**src/include/lipwm_consts.svh**
```systemverilog
`ifndef LIPWM_CONSTS_SVH
`define LIPWM_CONSTS_SVH

// register address codes
`define LIPWM_ADDR_MASTER_OUT8 8'h0E
`define LIPWM_ADDR_OUT1_OUT0 8'h10

// nibble field positions
`define LIPWM_HI_MSB 7
`define LIPWM_HI_LSB 4
`define LIPWM_LO_MSB 3
`define LIPWM_LO_LSB 0

// reset values and the unmapped read value
`define LIPWM_RST_MASTER_OUT8 8'h00
`define LIPWM_RST_OUT1_OUT0 8'h00
`define LIPWM_RST_RDATA 8'h00
`define LIPWM_UNMAPPED_RDATA 8'h00

// special field codes
`define LIPWM_MASTER_OFF 4'h0
`define LIPWM_LEVEL_STATIC 4'hF

// timing counts: 16 fine steps per slot, 15 coarse slots per period
`define LIPWM_FINE_LAST 4'hF
`define LIPWM_COARSE_LAST 4'hE
`define LIPWM_CNT_ZERO 4'h0
`define LIPWM_CNT_ONE 4'h1

`endif

```
**src/include/lipwm_pkg.sv**
```systemverilog
package lipwm_pkg;

    // one register access: address code and write data
    typedef struct packed {
        logic [7:0] addr;
        logic [7:0] data;
    } lipwm_req_t;

    // internal oscillator state
    typedef enum logic [1:0] {
        LIPWM_OSC_STOP = 2'b01,
        LIPWM_OSC_RUN = 2'b10
    } lipwm_osc_t;

endpackage

```
**src/core/lipwm_cell.sv**
```systemverilog
`include "lipwm_consts.svh"

// one output's waveform: fine duty nested inside the active coarse slots
module lipwm_cell (
    input wire logic clk_i,
    input wire logic rst_n_i,
    input wire logic [3:0] level_i,
    input wire logic osc_run_i,
    input wire logic coarse_on_i,
    input wire logic [3:0] fine_i,
    output logic sink_o
);

    logic sink_r;
    logic sink_nxt;

    // sink means the output pulls low, which lights the led
    always_comb begin
        sink_nxt = 1'b0;
        if (!osc_run_i) begin
            sink_nxt = 1'b0;
        end else if (level_i == `LIPWM_LEVEL_STATIC) begin
            sink_nxt = 1'b1;
        end else begin
            // fine <= k covers k+1 of 16 steps, only in active slots
            sink_nxt = coarse_on_i && (fine_i <= level_i);
        end
    end

    always_ff @(posedge clk_i) begin
        if (!rst_n_i) begin
            sink_r <= 1'b0;
        end else begin
            sink_r <= sink_nxt;
        end
    end

    assign sink_o = sink_r;

    property p_fine_on;
        @(posedge clk_i) disable iff (!rst_n_i)
        (osc_run_i && coarse_on_i && level_i != `LIPWM_LEVEL_STATIC
            && fine_i <= level_i) |=> sink_r;
    endproperty
    a_fine_on: assert property (p_fine_on)
        else $error("output not sinking inside its fine duty");

    property p_fine_off;
        @(posedge clk_i) disable iff (!rst_n_i)
        (osc_run_i && level_i != `LIPWM_LEVEL_STATIC
            && fine_i > level_i) |=> !sink_r;
    endproperty
    a_fine_off: assert property (p_fine_off)
        else $error("output sinking past its fine duty");

    property p_static;
        @(posedge clk_i) disable iff (!rst_n_i)
        (osc_run_i && level_i == `LIPWM_LEVEL_STATIC) |=> sink_r;
    endproperty
    a_static: assert property (p_static)
        else $error("static level code did not hold output low");

    property p_nested;
        @(posedge clk_i) disable iff (!rst_n_i)
        (osc_run_i && !coarse_on_i && level_i != `LIPWM_LEVEL_STATIC)
            |=> !sink_r;
    endproperty
    a_nested: assert property (p_nested)
        else $error("output sinking outside the master duty");

endmodule

```
**src/core/lipwm_top.sv**
```systemverilog
// Overview of operation
// - register 0x0E holds master level high nibble, output eight level low.
// - master level zero stops the oscillator; all outputs released, no pwm.
// - nonzero master level n gives a global duty of n fifteenths.
// - output eight level k below 1111 gives duty of k+1 sixteenths.
// - output eight level 1111 holds a static level without pwm.
// - register 0x10 holds output one level high, output zero level low.
// - each output level k below 1111 gives duty of k+1 sixteenths.
// - an output level 1111 holds that output static, bypassing pwm.
// - reading either intensity register returns the last written fields.
// - the active part of each period drives the output low.
`include "lipwm_consts.svh"

module lipwm_top #(
    parameter int NUM_OUT = 3
) (
    input wire logic clk_i,
    input wire logic rst_n_i,
    input wire logic reg_wr_i,
    input wire logic reg_rd_i,
    input wire lipwm_pkg::lipwm_req_t reg_req_i,
    output logic [7:0] reg_rdata_o,
    output logic reg_rvalid_o,
    output logic led_out_zero_o,
    output logic led_out_zero_oe_n_o,
    output logic led_out_one_o,
    output logic led_out_one_oe_n_o,
    output logic led_out_eight_o,
    output logic led_out_eight_oe_n_o
);

    logic [7:0] master_and_out8_intensity_r;
    logic [7:0] master_and_out8_intensity_nxt;
    logic [7:0] out1_out0_intensity_r;
    logic [7:0] out1_out0_intensity_nxt;
    logic [7:0] rdata_r;
    logic [7:0] rdata_nxt;
    logic rvalid_r;
    logic rvalid_nxt;
    lipwm_pkg::lipwm_osc_t osc_r;
    lipwm_pkg::lipwm_osc_t osc_nxt;
    logic [3:0] fine_r;
    logic [3:0] fine_nxt;
    logic [3:0] coarse_r;
    logic [3:0] coarse_nxt;
    logic [3:0] master_level;
    logic coarse_on;
    logic osc_run;
    logic [3:0] level [NUM_OUT];
    logic [NUM_OUT-1:0] sink;

    assign master_level =
        master_and_out8_intensity_r[`LIPWM_HI_MSB:`LIPWM_HI_LSB];

    // register writes: a strobe with a matching code replaces the byte
    always_comb begin
        master_and_out8_intensity_nxt = master_and_out8_intensity_r;
        out1_out0_intensity_nxt = out1_out0_intensity_r;
        if (reg_wr_i) begin
            if (reg_req_i.addr == `LIPWM_ADDR_MASTER_OUT8) begin
                master_and_out8_intensity_nxt = reg_req_i.data;
            end else if (reg_req_i.addr == `LIPWM_ADDR_OUT1_OUT0) begin
                out1_out0_intensity_nxt = reg_req_i.data;
            end
        end
    end

    always_ff @(posedge clk_i) begin
        if (!rst_n_i) begin
            master_and_out8_intensity_r <= `LIPWM_RST_MASTER_OUT8;
            out1_out0_intensity_r <= `LIPWM_RST_OUT1_OUT0;
        end else begin
            master_and_out8_intensity_r <= master_and_out8_intensity_nxt;
            out1_out0_intensity_r <= out1_out0_intensity_nxt;
        end
    end

    // read-back: answer one cycle after the strobe; unknown codes read zero
    always_comb begin
        rdata_nxt = rdata_r;
        rvalid_nxt = reg_rd_i;
        if (reg_rd_i) begin
            if (reg_req_i.addr == `LIPWM_ADDR_MASTER_OUT8) begin
                rdata_nxt = master_and_out8_intensity_r;
            end else if (reg_req_i.addr == `LIPWM_ADDR_OUT1_OUT0) begin
                rdata_nxt = out1_out0_intensity_r;
            end else begin
                rdata_nxt = `LIPWM_UNMAPPED_RDATA;
            end
        end
    end

    always_ff @(posedge clk_i) begin
        if (!rst_n_i) begin
            rdata_r <= `LIPWM_RST_RDATA;
            rvalid_r <= 1'b0;
        end else begin
            rdata_r <= rdata_nxt;
            rvalid_r <= rvalid_nxt;
        end
    end

    assign reg_rdata_o = rdata_r;
    assign reg_rvalid_o = rvalid_r;

    // oscillator: 16 fine steps per coarse slot, 15 slots per period;
    // a stop parks the counters so a restart begins a fresh period
    always_comb begin
        osc_nxt = osc_r;
        fine_nxt = fine_r;
        coarse_nxt = coarse_r;
        case (osc_r)
            lipwm_pkg::LIPWM_OSC_STOP: begin
                fine_nxt = `LIPWM_CNT_ZERO;
                coarse_nxt = `LIPWM_CNT_ZERO;
                if (master_level != `LIPWM_MASTER_OFF) begin
                    osc_nxt = lipwm_pkg::LIPWM_OSC_RUN;
                end
            end
            lipwm_pkg::LIPWM_OSC_RUN: begin
                if (master_level == `LIPWM_MASTER_OFF) begin
                    osc_nxt = lipwm_pkg::LIPWM_OSC_STOP;
                    fine_nxt = `LIPWM_CNT_ZERO;
                    coarse_nxt = `LIPWM_CNT_ZERO;
                end else begin
                    fine_nxt = fine_r + `LIPWM_CNT_ONE;
                    if (fine_r == `LIPWM_FINE_LAST) begin
                        if (coarse_r == `LIPWM_COARSE_LAST) begin
                            coarse_nxt = `LIPWM_CNT_ZERO;
                        end else begin
                            coarse_nxt = coarse_r + `LIPWM_CNT_ONE;
                        end
                    end
                end
            end
            default: begin
                osc_nxt = lipwm_pkg::LIPWM_OSC_STOP;
                fine_nxt = `LIPWM_CNT_ZERO;
                coarse_nxt = `LIPWM_CNT_ZERO;
            end
        endcase
    end

    always_ff @(posedge clk_i) begin
        if (!rst_n_i) begin
            osc_r <= lipwm_pkg::LIPWM_OSC_STOP;
            fine_r <= `LIPWM_CNT_ZERO;
            coarse_r <= `LIPWM_CNT_ZERO;
        end else begin
            osc_r <= osc_nxt;
            fine_r <= fine_nxt;
            coarse_r <= coarse_nxt;
        end
    end

    // the first n of 15 slots are active, giving n fifteenths
    assign osc_run = (osc_r == lipwm_pkg::LIPWM_OSC_RUN)
        && (master_level != `LIPWM_MASTER_OFF);
    assign coarse_on = coarse_r < master_level;

    // level map: index 0 and 1 from 0x10, index 2 is output eight
    assign level[0] = out1_out0_intensity_r[`LIPWM_LO_MSB:`LIPWM_LO_LSB];
    assign level[1] = out1_out0_intensity_r[`LIPWM_HI_MSB:`LIPWM_HI_LSB];
    assign level[2] =
        master_and_out8_intensity_r[`LIPWM_LO_MSB:`LIPWM_LO_LSB];

    // one waveform cell per output
    for (genvar i = 0; i < NUM_OUT; i++) begin : g_cell
        lipwm_cell u_cell (
            .clk_i(clk_i),
            .rst_n_i(rst_n_i),
            .level_i(level[i]),
            .osc_run_i(osc_run),
            .coarse_on_i(coarse_on),
            .fine_i(fine_r),
            .sink_o(sink[i])
        );
    end

    // open drain: pin level is always low, enable low while sinking
    assign led_out_zero_o = 1'b0;
    assign led_out_one_o = 1'b0;
    assign led_out_eight_o = 1'b0;
    assign led_out_zero_oe_n_o = !sink[0];
    assign led_out_one_oe_n_o = !sink[1];
    assign led_out_eight_oe_n_o = !sink[2];

    property p_wr_master;
        @(posedge clk_i) disable iff (!rst_n_i)
        (reg_wr_i && reg_req_i.addr == `LIPWM_ADDR_MASTER_OUT8)
            |=> (master_and_out8_intensity_r == $past(reg_req_i.data));
    endproperty
    a_wr_master: assert property (p_wr_master)
        else $error("master and output eight byte not stored");

    property p_wr_out10;
        @(posedge clk_i) disable iff (!rst_n_i)
        (reg_wr_i && reg_req_i.addr == `LIPWM_ADDR_OUT1_OUT0)
            |=> (out1_out0_intensity_r == $past(reg_req_i.data));
    endproperty
    a_wr_out10: assert property (p_wr_out10)
        else $error("output one and zero byte not stored");

    property p_readback;
        @(posedge clk_i) disable iff (!rst_n_i)
        (reg_wr_i && reg_req_i.addr == `LIPWM_ADDR_OUT1_OUT0)
            ##1 (reg_rd_i && !reg_wr_i
            && reg_req_i.addr == `LIPWM_ADDR_OUT1_OUT0)
            |=> (reg_rvalid_o && reg_rdata_o == $past(reg_req_i.data, 2));
    endproperty
    a_readback: assert property (p_readback)
        else $error("read-back differs from last write");

    property p_stop;
        @(posedge clk_i) disable iff (!rst_n_i)
        (master_level == `LIPWM_MASTER_OFF) [*3] |->
            (osc_r == lipwm_pkg::LIPWM_OSC_STOP && fine_r == 4'h0
            && led_out_zero_oe_n_o && led_out_one_oe_n_o
            && led_out_eight_oe_n_o);
    endproperty
    a_stop: assert property (p_stop)
        else $error("oscillator or outputs active with master off");

    property p_wrap;
        @(posedge clk_i) disable iff (!rst_n_i)
        (osc_run && fine_r == `LIPWM_FINE_LAST
            && coarse_r == `LIPWM_COARSE_LAST && $stable(master_level))
            |=> (coarse_r == 4'h0 && fine_r == 4'h0);
    endproperty
    a_wrap: assert property (p_wrap)
        else $error("period is not fifteen coarse slots");

    // a write landing in the next step may legally stretch the pulse
    property p_low_active;
        @(posedge clk_i) disable iff (!rst_n_i)
        (osc_run && coarse_r == 4'h0 && level[2] == 4'h0
            && fine_r == 4'h0 && !reg_wr_i) |=> !led_out_eight_oe_n_o ##1
            led_out_eight_oe_n_o;
    endproperty
    a_low_active: assert property (p_low_active)
        else $error("active step did not pull output eight low");

endmodule

```
**config.mk**
```make
export PLATFORM = sky130hd
export DESIGN_NAME = lipwm_top
export DESIGN_NICKNAME = d
export VERILOG_FILES = /design/src/include/lipwm_pkg.sv /design/src/core/lipwm_cell.sv /design/src/core/lipwm_top.sv
export VERILOG_INCLUDE_DIRS = /design/src /design/src/include
export SDC_FILE = /design/constraint.sdc
export NUM_CORES = 1
export LEC_CHECK = 0
export ABC_AREA = 0
export BUFFER_PORTS_ARGS = -buffer_cell sky130_fd_sc_hd__buf_2
export CAP_MARGIN = 20
export CORE_AREA = 2 2 89 69
export DETAILED_ROUTE_END_ITERATION = 8
export DIE_AREA = 0 0 91 71
export GPL_TIMING_DRIVEN = 1
export SKIP_LAST_GASP = 1
export SYNTH_ARGS = -nofsm -noshare
export SYNTH_HDL_FRONTEND = slang
export SYNTH_SLANG_ARGS = --single-unit
```
**constraint.sdc**
```tcl
create_clock -name clk_i -period 2.85 [get_ports clk_i]
set_input_delay 0.7125 -clock clk_i [delete_from_list [all_inputs] [get_ports clk_i]]
set_output_delay 0.7125 -clock clk_i [all_outputs]
set_load 0.05 [all_outputs]
```
# Yosys cells after proc, flatten, opt, wreduce, memory -nomap -nowiden
# Index checks and enable logic that the tools add are counted.
dict set report totals {
  output_inout_bits 15
  elab_cells 53
  input_bits 20
  regBits 38
}
dict set report op_classes {
  add_sub_neg 2
  muxes 9
  n_bitwise 3
  eq_ne 11
  n_reduce_logical 14
  n_lt_le_gt_ge 4
}
# op n
set op_table {}
lappend op_table {{$eq 4x4->1 const B} 5}
lappend op_table {{$mux 8} 2}
lappend op_table {{$le 4x4->1} 3}
lappend op_table {{$add 4x1->4 const B} 2}
lappend op_table {{$eq 8x4->1 const B} 1}
lappend op_table {{$eq 8x5->1 const B} 1}
lappend op_table {{$reduce_and 2->1} 3}
lappend op_table {{$logic_and 1x1->1} 4}
lappend op_table {{$logic_not 4->1} 1}
lappend op_table {{$lt 4x4->1} 1}
lappend op_table {{$mux 2} 2}
lappend op_table {{$mux 4} 1}
lappend op_table {{$ne 2x2->1 const B} 2}
lappend op_table {{$pmux 2 s2} 1}
lappend op_table {{$reduce_bool 4->1} 1}
lappend op_table {{$logic_not 1->1} 3}
lappend op_table {{$mux 1} 3}
lappend op_table {{$not 1->1} 3}
lappend op_table {{$reduce_and 3->1} 1}
lappend op_table {{$reduce_or 3->1} 1}
lappend op_table {{$eq 2x1->1 const B} 1}
lappend op_table {{$eq 2x2->1 const B} 1}

# Depth between registers and ports, before layout
# Gate-level depths: netlist of the first run.
dict set report logic_depth {
  ltp_word 3
  depth_mapped 6
  ltp_nobuf 6
}

# Hierarchy
# From an unflattened synthesis of the first run, not the netlist that was laid out.
dict set report hier_totals {
  hier_cells 222
  hier_area_um2 2016.9
}
# module instances cells_per_inst seq_area_each_um2 area_per_inst_um2
set modules_own_cells {}
lappend modules_own_cells {lipwm_top 1 168 700.7 1555.2}
lappend modules_own_cells {lipwm_cell 3 18 20.0 153.9}

# Least setup slack after synthesis of the first run
# OpenSTA, ideal clock, no wires.
dict set report synth_path {
  kind {input-to-reg}
  startpoint {input port reg_req_i[9] (netlist name)}
  endpoint {register out1_out0_intensity_r[0]}
  required_time_ns 2.734
  setup_time_ns 0.116
  path_stages 4
  path_buffers 0
  path_slack_ns 1.122
  arrival_time_ns 1.612
  path_cell_list {nor4b_4 nand3_4 mux2i_1 nor2b_1}
}
dict set report synth_via {
  elab_chain_len 3
  elab_cells_between_ends 4
  cone_classes {2 x eq/ne; 1 x bitwise; 1 x reduce/logical}
}
# element line_no
set synth_lines {}
lappend synth_lines {{start, declared} lipwm_top.sv:21} ;# input wire lipwm_pkg::lipwm_req_t reg_req_i,
lappend synth_lines {{$eq 8x4->1 (no source line)} --}
lappend synth_lines {{$not 1->1 (no source line)} --}
lappend synth_lines {{$reduce_and 3->1 (no source line) *} --}
lappend synth_lines {{end signal, assigned} lipwm_top.sv:71} ;# out1_out0_intensity_r <= `LIPWM_RST_OUT1_OUT0;
lappend synth_lines {{end signal, assigned} lipwm_top.sv:74} ;# out1_out0_intensity_r <= out1_out0_intensity_nxt;
lappend synth_lines {{end, declared} lipwm_top.sv:34} ;# logic [7:0] out1_out0_intensity_r;
# Mark *: on every way between the ends. The rest lies on a longest branch, timed or not.
# A chain may end at the register's enable or synchronous reset.

# Worst setup path after layout of the first run
dict set report layout_path {
  startpoint {input port reg_req_i[12] (netlist name)}
  endpoint {register master_and_out8_intensity_r[4]}
}
dict set report layout_via {
  elab_chain_len 2
}
# element line_no
set layout_lines {}
lappend layout_lines {{$eq 8x4->1 (no source line)} --}
lappend layout_lines {{$reduce_and 2->1 (no source line)} --}
lappend layout_lines {{end signal, assigned} lipwm_top.sv:70} ;# master_and_out8_intensity_r <= `LIPWM_RST_MASTER_OUT8;
lappend layout_lines {{end signal, assigned} lipwm_top.sv:73} ;# master_and_out8_intensity_r <= master_and_out8_intensity_nxt;
lappend layout_lines {{end, declared} lipwm_top.sv:32} ;# logic [7:0] master_and_out8_intensity_r;
# Every way passes these cells.

==> metrics.md, run 1 <==
| Metric | Value |
|---|---|
| Starting Density | `0.3460` |
| Area growth syn-to-layout | `15.89%` |
| Hold Path Class | `reg2reg` |
| WL/cell | `approximately 12 um` |
| Relative slew slack | `0.6259` |
| Min cycle time layout | `approximately 1.7 ns` |
| Resize count post-CTS | `0` |
| Mapped cell area | `between 0.0015 and 0.002 sq mm` |
| Setup Crit Path Kind | `in2reg` |
| Hpwl dp | `3058 um` |
| CTS Buffer Depth | `2` |
| Root buffer cell | `clkbuf_8` |
| Final WL | `about 3900 um` |
| Vias | `between 1500 and 2000` |
| RSZ-0062 raised after global routing | `false` |
| Quantity of I/O buffers inserted on ports | `31` |
| H-tree depth | `2` |
| Core area | `about 0.0056 sq mm` |
| Most frequent cells in the layout | `38 x dfxtp_1, 31 x buf_2, 28 x inv_1` |
| CP Cell Sequence | `buf_2 > and4b_1 > nand3_2 > mux2i_1 > nor2b_1` |
| Clk_lat worst skew | `0.29 ns` |
| Crit-path max FO | `9` |
| Number of CTS-inserted buffers | `5` |
| Final #Nets | `about 280` |
| Total gr overflow | `0` |
| Vias per inst | `4.827` |
| Setup Skew | `roughly 0.012 ns` |
| Pre-Repair DR Iteration Count | `5` |
| PD cells | `around 410 mW/mm^2` |
| Total Routing Usage GR | `0.1249` |
| Total die area | `between 0.006 and 0.007 sq mm` |
| Number of synthesized flops with an enable pin | `0` |
| Die height | `71 um` |
| Largest net degree at the start of global routing | `24` |
| CTS tree | `yes` |
| Antenna diode count | `0` |
| Max-slew violations | `0` |
| Crit path DAT | `approximately 1.9 ns` |
| Count of boundary I/O pins | `35` |
| Most common cell after layout, fill and taps aside | `dfxtp_1` |
| Setup TNS | `0 ns` |
| Num Clock Sinks | `38` |
| Post-synth cell types | `39` |
| Main synth FF type | `dfxtp_1` |
| Vias in the first global route | `1336` |
| Worst Path Required | `slightly above 3 ns` |
| ANT nets after route | `0` |
| Hold Fails Final Rpt | `0` |
| Fmax achieved | `0.5793 GHz` |
| Leakage | `0.9682 nW` |
| CP peak stage delay | `around 0.46 ns` |
| Die width | `91 um` |
| Period Utilization, post-route | `0.6057` |
| First-pass GRT wire length | `about 6400 um` |
| Post-synth ARST share | `0` |
| Proportion of layout cells with a drive suffix above 1 | `0.1833` |
| FP Rows | `24` |
| Worst Setup End Kind | `register` |
| Initial antenna violation count | `0` |
| DR iter-0 viols | `43` |
| DRC viols | `0` |
| Clk pin slew, worst setup/hold paths | `~0.080 ns` |
| Startpoint types | `input port` |
| Final setup fails | `0` |
| Post-CTS Setup Inserts | `0` |
| Max-capacitance violation count | `0` |
| Register area share after synthesis | `0.3895` |
| Syn avg cell area | `9.481 sq um` |
| Routability cong. | `~0.74` |
| Post-layout util | `0.4009` |
| Synth Instances | `between 200 and 250` |
| Status | `finished clean` |
| VDD IR max | `slightly above 0.2 mV` |
| Worst-Margin Slew | `0.5588 ns` |
| Hold-fix buffers at CTS | `0` |
| Slowest cell on the critical path | `and4b_1` |
| Yosys warning total | `0` |
| #FFs+latches synth | `38` |
## area by class of cell
type,count,area (sq um)
clock buffers,5,68.82
inverters,28,105.1
flip-flops and latches,38,760.7
repair buffers,33,170.2
clock inverters,2,10.01
multi-input cells,134,1051
fillers,588,3382
well taps,78,97.59
## critical path: cells and delay by family
kind | cells | cell delay (ns)
buffers and inverters | 1 | 0.11
AND/OR/NAND/NOR | 3 | 0.84
multiplexers | 1 | 0.24
## cells by family (layout without fill, tap and decap cells)
group,after synthesis,after routing,synth area share
other,1,3,0.001920
buffers and inverters,36,68,0.07623
DFF,38,38,0.3895
AOI/OAI and AO/OA,39,39,0.1339
and+or+nand+nor,56,56,0.1954
xor gates and xnor gates,3,3,0.01346
muxes,17,17,0.08712
adders and majority gates,16,16,0.1025
## synth_stat cells, types with 2 or more instances
cell type / number / area, sq um
clkbuf_1: 3 / 11.26
a21oi_1: 7 / 35.03
nand2b_1: 2 / 12.51
dfxtp_1: 38 / 760.7
ha_1: 16 / 200.2
and2_1: 9 / 56.30
o22ai_1: 12 / 75.07
inv_1: 28 / 105.1
buf_2: 2 / 10.01
a22oi_1: 8 / 60.06
a211o_1: 2 / 17.52
nand4_1: 4 / 25.02
nor2b_1: 19 / 118.9
mux2i_1: 17 / 170.2
o21ai_0: 3 / 15.01
nand3_1: 4 / 20.02
buf_4: 3 / 22.52
xor2_1: 2 / 17.52
nor2_1: 7 / 26.28
## power by group
part / switching [mW] / internal (mW) / total [mW]
sequential: 0.000506 / 0.532 / 0.532
clock: 0.188 / 0.164 / 0.352
combinational: 0.0324 / 0.0184 / 0.0508
total: 0.221 / 0.714 / 0.935
## sequential cells by signal (all words and copies together) (netlist names)
register and count:
coarse_r 4, fine_r 4, g_cell.u_cell.sink_o 3, master_and_out8_intensity_r 8
osc_r 2, out1_out0_intensity_r 8, reg_rdata_o 8, reg_rvalid_o 1
## worst paths after layout
check,startpoint,to,slack (ns),cells past startpoint
setup / recovery,reg_req_i[12],master_and_out8_intensity_r[4],1.12,5
hold / removal,fine_r[0],fine_r[0],0.47,1
setup reg to reg,master_and_out8_intensity_r[5],g_cell[2].u_cell.sink_o,1.33,5
hold reg to reg,fine_r[0],fine_r[0],0.47,1
## metal layers
layer,track usage,up-vias,part of all wire
met3,0.03301,7,0.044
li1,-,782,-
met4,0.03535,0,0.011
met2,0.1745,29,0.41
met5,0,-,0
met1,0.1881,717,0.54
## stage by stage
| step | instances | cell area [sq um] | setup slack [ns] | hold WS [ns] | total power [mW] |
|---|---|---|---|---|---|
| after floorplan | 208 | 1961 | 1.122 | 0.4300 | 0.5739 |
| after global placement | 311 | 2185 | 0.8571 | 0.4518 | 0.5953 |
| after detailed placement | 311 | 2185 | 0.8265 | 0.4572 | 0.5952 |
| after CTS | 318 | 2263 | 1.135 | 0.4735 | 0.9446 |
| after global routing | 318 | 2263 | 1.021 | 0.5010 | 0.9690 |
| final | 318 | 2263 | 1.124 | 0.4666 | 0.9348 |
(Power assumes the default switching activity.)
==> run 2, diff against run 1 <==
clock period = 1.6 ns   (was 2.85 ns; I/O delays follow)
==> run 2 against run 1 <==
Against the previous run: cell count up 3.5%; hold slack lost 0.085 ns; power rose by 84%; wire length increased by 6.0%; die area stayed put; critical path depth decreased by 1; worst setup slack got worse by 1.0 ns; global-route usage up 1.2 points; critical endpoint is now g_cell[2].u_cell.sink_o.
==> metrics.md, run 2 (same netlist as run 1, synthesis figures left out) <==
| Metric | Value |
|---|---|
| Status | `finished clean (unchanged)` |
| Pwr Total | `1.719 mW (was 934.8 uW)` |
| Worst Path Required | `1.81 ns (was 3.03 ns)` |
| Setup Crit Path Kind | `reg2reg (was in2reg)` |
| DRC viols | `0 (unchanged)` |
| Period Utilization, post-route | `0.9321` |
| First-pass GRT wire length | `6969 um (was 6444 um)` |
| ANT nets after route | `0 (unchanged)` |
| Crit-path max FO | `4 (was 9)` |
| Routability cong. | `0.7839 (was 0.7350)` |
| Hpwl dp | `3226 um (was 3058 um)` |
| Starting Density | `0.3460 (unchanged)` |
| CP peak stage delay | `0.45 ns (was 0.46 ns)` |
| Total die area | `0.006461 sq mm (unchanged)` |
| Crit path DAT | `1.70 ns (was 1.91 ns)` |
| Most frequent cells in the layout | `35 x dfxtp_1, 31 x buf_2, 28 x inv_1 (was 38 x dfxtp_1, 31 x buf_2, 28 x inv_1)` |
| Pre-Repair DR Iteration Count | `4 (was 5)` |
| Min cycle time layout | `~1.5 ns` |
| Initial antenna violation count | `0 (unchanged)` |
| Count of boundary I/O pins | `35 (unchanged)` |
| Setup WS pre-CTS | `-0.04944 ns (was 0.8265 ns)` |
| Quantity of I/O buffers inserted on ports | `31 (unchanged)` |
| Vias in the first global route | `1461 (was 1336)` |
| Die height | `71 um (unchanged)` |
| Vias | `1524 (was 1535)` |
| Setup TNS | `0 ns (unchanged)` |
| FP Rows | `24 (unchanged)` |
| RSZ-0062 raised after global routing | `false (unchanged)` |
| CTS tree | `yes (unchanged)` |
| Setup Skew | `0.005752 ns (was 0.01154 ns)` |
| Final WL | `4169 um (was 3932 um)` |
| Fmax achieved | `between 0.6 and 0.7 GHz` |
| Largest net degree at the start of global routing | `26 (was 24)` |
| Clk pin slew, worst setup/hold paths | `0.07 ns (was 0.08 ns)` |
| Clk_lat worst skew | `0.29 ns (about the same)` |
| Slowest cell on the critical path | `dfxtp_1 (was and4b_1)` |
| Die width | `91 um (unchanged)` |
| Most common cell after layout, fill and taps aside | `dfxtp_1 (unchanged)` |
| DR iter-0 viols | `99 (was 43)` |
| Root buffer cell | `clkbuf_8 (unchanged)` |
| Proportion of layout cells with a drive suffix above 1 | `0.2311 (was 0.1833)` |
| Core area | `0.005645 sq mm (unchanged)` |
| Num Clock Sinks | `38 (unchanged)` |
| Area growth syn-to-layout | `21.52% (was 15.89%)` |
| Number of CTS-inserted buffers | `5 (unchanged)` |
| PD cells | `724.1 mW/mm^2 (was 413.0 mW/mm^2)` |
| Worst Setup Slack, final | `0.1087 ns (was 1.124 ns)` |
| Hold-fix buffers at CTS | `0 (unchanged)` |
| Startpoint types | `register (was input port)` |
| CTS Buffer Depth | `2 (unchanged)` |
| Final #Nets | `286 (was 276)` |
| Hold Fails Final Rpt | `0 (unchanged)` |
| Total Routing Usage GR | `0.1370 (was 0.1249)` |
| Final setup fails | `0 (unchanged)` |
| WL/cell | `12.67 um (was 12.36 um)` |
| Vias per inst | `4.632 (was 4.827)` |
| Leakage | `1.036 nW (was 0.9682 nW)` |
| Total gr overflow | `0 (unchanged)` |
| CP Cell Sequence | `o41ai_4 > or3b_1 > a211o_1 > o22ai_1 (was buf_2 > and4b_1 > nand3_2 > mux2i_1 > nor2b_1)` |
| Fin Hold WS | `0.3816 ns (was 0.4666 ns)` |
| VDD IR max | `0.3485 mV (was 0.2027 mV)` |
| Max-slew violations | `0 (unchanged)` |
| Worst Setup End Kind | `register (unchanged)` |
| Hold Path Class | `in2reg (was reg2reg)` |
| H-tree depth | `2 (unchanged)` |
| Max-capacitance violation count | `0 (unchanged)` |
| Antenna diode count | `0 (unchanged)` |
## run 2: timing repair
action                                  4_1_cts  5_1_grt
endpoints found under the hold margin         0        0
setup buffers                                 0        0
gates resized for setup                       1        4
endpoints found under the setup margin       11        1
## run 2: cell type report
class	instances	area [sq um]
clock buffers	7	86.33
repair buffers	43	245.2
inverters	28	105.1
multi-input cells	134	1070
well taps	78	97.59
fillers	575	3272
clock inverters	1	5.005
flip-flops and latches	38	764.5
## run 2: final timing paths
check | to | cells past startpoint | slack, ns | start
worst max-delay path | g_cell[2].u_cell.sink_o | 4 | 0.11 | master_and_out8_intensity_r[7]
worst min-delay path | master_and_out8_intensity_r[7] | 3 | 0.38 | reg_req_i[7]
worst max register to register | g_cell[2].u_cell.sink_o | 4 | 0.11 | master_and_out8_intensity_r[7]
worst min register to register | fine_r[0] | 1 | 0.47 | fine_r[0]
## run 2: metrics by stage
step / instance area (sq um) / instances / util
finish: 2374 / 329 / 0.4204
global route: 2374 / 329 / 0.4204
CTS: 2359 / 329 / 0.4178
detailed placement: 2260 / 321 / 0.4003
global placement: 2260 / 321 / 0.4003
floorplan: 1961 / 208 / -
## run 2: critical path, delay by kind of cell, from the launching register on
kind               cells  cell delay (ns)
and+or+nand+nor        1             0.43
AOI/OAI and AO/OA      3             0.53
DFF                    1             0.45
## run 2: layer usage
metal / vias up / share of wire / global-route usage / wire length, um
li1: 798 / - / - / -
met1: 690 / 0.55 / 0.2051 / 2292
met2: 29 / 0.39 / 0.1852 / 1624
met3: 7 / 0.049 / 0.04153 / 206
met4: 0 / 0.011 / 0.04545 / 46
met5: - / 0 / 0 / 0
## run 2: power by group
group	switching (mW)	internal, mW
clock network	0.328	0.348
logic	0.0583	0.0363
registers	0.000957	0.947
total	0.388	1.33
==> run 3, diff against run 2 <==
ABC_AREA = 1   (was 0)
CORE_AREA = 2 2 95 74   (was 2 2 89 69)
DIE_AREA = 0 0 97 76   (was 0 0 91 71)
==> run 3 against run 2 <==
Against the previous run: die area is 14% higher; clock skew fell by 0.0014 ns; hold slack better by 0.018 ns; worst setup slack improved by 0.028 ns; flip-flop and latch count did not move; clock power up 22%; register-to-register slack better by 0.03 ns; wire length rose by 21%; via count grew 29%; combinational power increased by 110%.
==> metrics.md, run 3 <==
| Metric | Value |
|---|---|
| CTS Buffer Depth | `2 (unchanged)` |
| PD cells | `754.9 mW/mm^2 (was 724.1 mW/mm^2)` |
| Vias in the first global route | `1798 (was 1461)` |
| Post-CTS Setup Inserts | `0 (unchanged)` |
| Clk_lat worst skew | `0.29 ns (about the same)` |
| Syn avg cell area | `7.184 sq um (was 9.481 sq um)` |
| Final WL | `5045 um (was 4169 um)` |
| Max-capacitance violation count | `0 (unchanged)` |
| Post-layout util | `0.4024 (was 0.4204)` |
| Largest net degree at the start of global routing | `18 (was 26)` |
| Startpoint types | `register (unchanged)` |
| Mapped cell area | `0.002277 sq mm (was 0.001953 sq mm)` |
| Hpwl dp | `3872 um (was 3226 um)` |
| Most common cell after layout, fill and taps aside | `inv_1 (was dfxtp_1)` |
| Yosys warning total | `0 (unchanged)` |
| Register area share after synthesis | `0.3341 (was 0.3895)` |
| First-pass GRT wire length | `8631 um (was 6969 um)` |
| Most common cell in the netlist | `inv_1 (was dfxtp_1)` |
| Setup Skew | `0.004339 ns (was 0.005752 ns)` |
| Final setup fails | `0 (unchanged)` |
| Number of CTS-inserted buffers | `5 (unchanged)` |
| DRC viols | `0 (unchanged)` |
| Synth top cells by count | `67 x inv_1, 63 x nand2_1, 38 x dfxtp_1, 28 x nor2_1, 19 x nand3_1 (was 38 x dfxtp_1, 28 x inv_1, 19 x nor2b_1, 17 x mux2i_1, 16 x ha_1)` |
| Hold Path Class | `in2reg (unchanged)` |
| Max-slew violations | `0 (unchanged)` |
| Worst Setup End Kind | `register (unchanged)` |
| Root buffer cell | `clkbuf_8 (unchanged)` |
| H-tree depth | `2 (unchanged)` |
| Leakage | `1.291 nW (was 1.036 nW)` |
| Initial antenna violation count | `0 (unchanged)` |
| Vias | `1963 (was 1524)` |
| ANT nets after route | `0 (unchanged)` |
| Post-synth cell types | `29 (was 39)` |
| Vias per inst | `4.461 (was 4.632)` |
| Crit-path max FO | `3 (was 4)` |
| Clk pin slew, worst setup/hold paths | `0.08 ns (was 0.07 ns)` |
| Status | `finished clean (unchanged)` |
| Main synth FF type | `dfxtp_1 (unchanged)` |
| RSZ-0062 raised after global routing | `false (unchanged)` |
| Setup TNS | `0 ns (unchanged)` |
| Pre-Repair DR Iteration Count | `4 (unchanged)` |
| CTS tree | `yes (unchanged)` |
| Min cycle time layout | `1.464 ns (was 1.491 ns)` |
| Count of boundary I/O pins | `35 (unchanged)` |
| Starting Density | `0.3483 (was 0.3460)` |
| Fmax achieved | `0.6833 GHz (was 0.6705 GHz)` |
| Num Clock Sinks | `38 (unchanged)` |
| Total die area | `0.007372 sq mm (was 0.006461 sq mm)` |
| Final #Nets | `391 (was 286)` |
| Period Utilization, post-route | `0.9147 (was 0.9321)` |
| Synth Instances | `317 (was 206)` |
| FP Rows | `26 (was 24)` |
| Die height | `76 um (was 71 um)` |
| Largest area contributor in the netlist | `dfxtp_1 (unchanged)` |
| Hold Fails Final Rpt | `0 (unchanged)` |
| Setup Crit Path Kind | `reg2reg (unchanged)` |
| Number of synthesized flops with an enable pin | `0 (unchanged)` |
| Post-synth ARST share | `0 (unchanged)` |
| Total Routing Usage GR | `0.1444 (was 0.1370)` |
| #FFs+latches synth | `38 (unchanged)` |
| Hold-fix buffers at CTS | `0 (unchanged)` |
| Core area | `0.006539 sq mm (was 0.005645 sq mm)` |
| Die width | `97 um (was 91 um)` |
| Total gr overflow | `0 (unchanged)` |
| Layout fillers | `690 (was 575)` |
| Synth top area cells | `dfxtp_1 33%, inv_1 11%, nand2_1 10%, ha_1 8.8%, nor2_1 4.6% (was dfxtp_1 39%, ha_1 10%, mux2i_1 8.7%, nor2b_1 6.1%, inv_1 5.4%)` |
| Proportion of layout cells with a drive suffix above 1 | `0.2163 (was 0.2311)` |
| WL/cell | `11.47 um (was 12.67 um)` |
| Area growth syn-to-layout | `15.55% (was 21.52%)` |
| VDD IR max | `0.2616 mV (was 0.3485 mV)` |
| Routability cong. | `0.8011 (was 0.7839)` |
| Resize count post-CTS | `0 (was 1)` |
| Post-synth top area share | `0.3341 (was 0.3895)` |
| Quantity of I/O buffers inserted on ports | `31 (unchanged)` |
| Worst Path Required | `1.82 ns (was 1.81 ns)` |
| Antenna diode count | `0 (unchanged)` |
| Crit path DAT | `1.68 ns (was 1.70 ns)` |
| DR iter-0 viols | `111 (was 99)` |
| Most frequent cells in the layout | `67 x inv_1, 63 x nand2_1, 38 x dfxtp_1 (was 35 x dfxtp_1, 31 x buf_2, 28 x inv_1)` |
run 3: stage by stage:
| stage | setup WS [ns] | instances | hold slack [ns] | area [sq um] | total power, mW |
|---|---|---|---|---|---|
| 2_1_floorplan | 0.3338 | 319 | 0.4300 | 2285 | 1.132 |
| 3_5_place_dp | 0.09320 | 432 | 0.4877 | 2522 | 1.188 |
| 6_report | 0.1365 | 440 | 0.3992 | 2631 | 1.986 |
| 5_1_grt | 0.01839 | 440 | 0.4063 | 2631 | 2.056 |
| 3_3_place_gp | 0.1374 | 432 | 0.4439 | 2522 | 1.187 |
| 4_1_cts | 0.1301 | 440 | 0.3940 | 2631 | 2.003 |
run 3: area by class of cell:
type	count	area, sq um	area share
clock inverter	3	40.04	0.01522
clock buffer	5	68.82	0.02615
tap	84	105.1	0.03994
inverter	70	262.8	0.09986
sequential	38	760.7	0.2891
multi-input combinational	200	1171	0.4451
timing repair buffer	40	222.7	0.08464
run 3: where the power goes:
| group | internal (mW) | switching [mW] |
|---|---|---|
| sequential | 0.957 | 0.00550 |
| combinational | 0.0586 | 0.143 |
| clock | 0.459 | 0.363 |
| total | 1.47 | 0.511 |
run 3: per-layer routing:
layer | GRT usage | vias to the layer above | wire, um
met1 | 0.2056 | 858 | 2580
met2 | 0.2243 | 44 | 2193
li1 | - | 1053 | -
met4 | 0.03380 | 0 | 53
met3 | 0.03119 | 8 | 217
met5 | 0 | - | 0
run 3: cells by family (layout without fill, tap and decap cells):
kind of cell / after synthesis / after routing / share of synthesized area
xor+xnor: 2 / 2 / 0.007694
simple gates: 145 / 145 / 0.3324
buf+inv: 81 / 118 / 0.1549
compound gates: 34 / 34 / 0.08132
flops: 38 / 38 / 0.3341
fa+ha+maj: 16 / 16 / 0.08791
other cells: 1 / 3 / 0.001647
run 3: path summary, 6_finish.rpt:
kind | startpoint | slack (ns) | cells past startpoint | end
worst max-delay path | master_and_out8_intensity_r[7] | 0.14 | 6 | g_cell[1].u_cell.sink_o
worst min-delay path | reg_req_i[2] | 0.40 | 3 | master_and_out8_intensity_r[2]
worst max register to register | master_and_out8_intensity_r[7] | 0.14 | 6 | g_cell[1].u_cell.sink_o
worst min register to register | fine_r[0] | 0.49 | 1 | fine_r[0]
run 3: critical path, stage by stage (launching register included):
cell and delay [ns]:
dfxtp_1 0.34, inv_1 0.08, ha_1 0.32, a21o_1 0.18
a21oi_1 0.22, nand2_1 0.09, a21oi_1 0.16
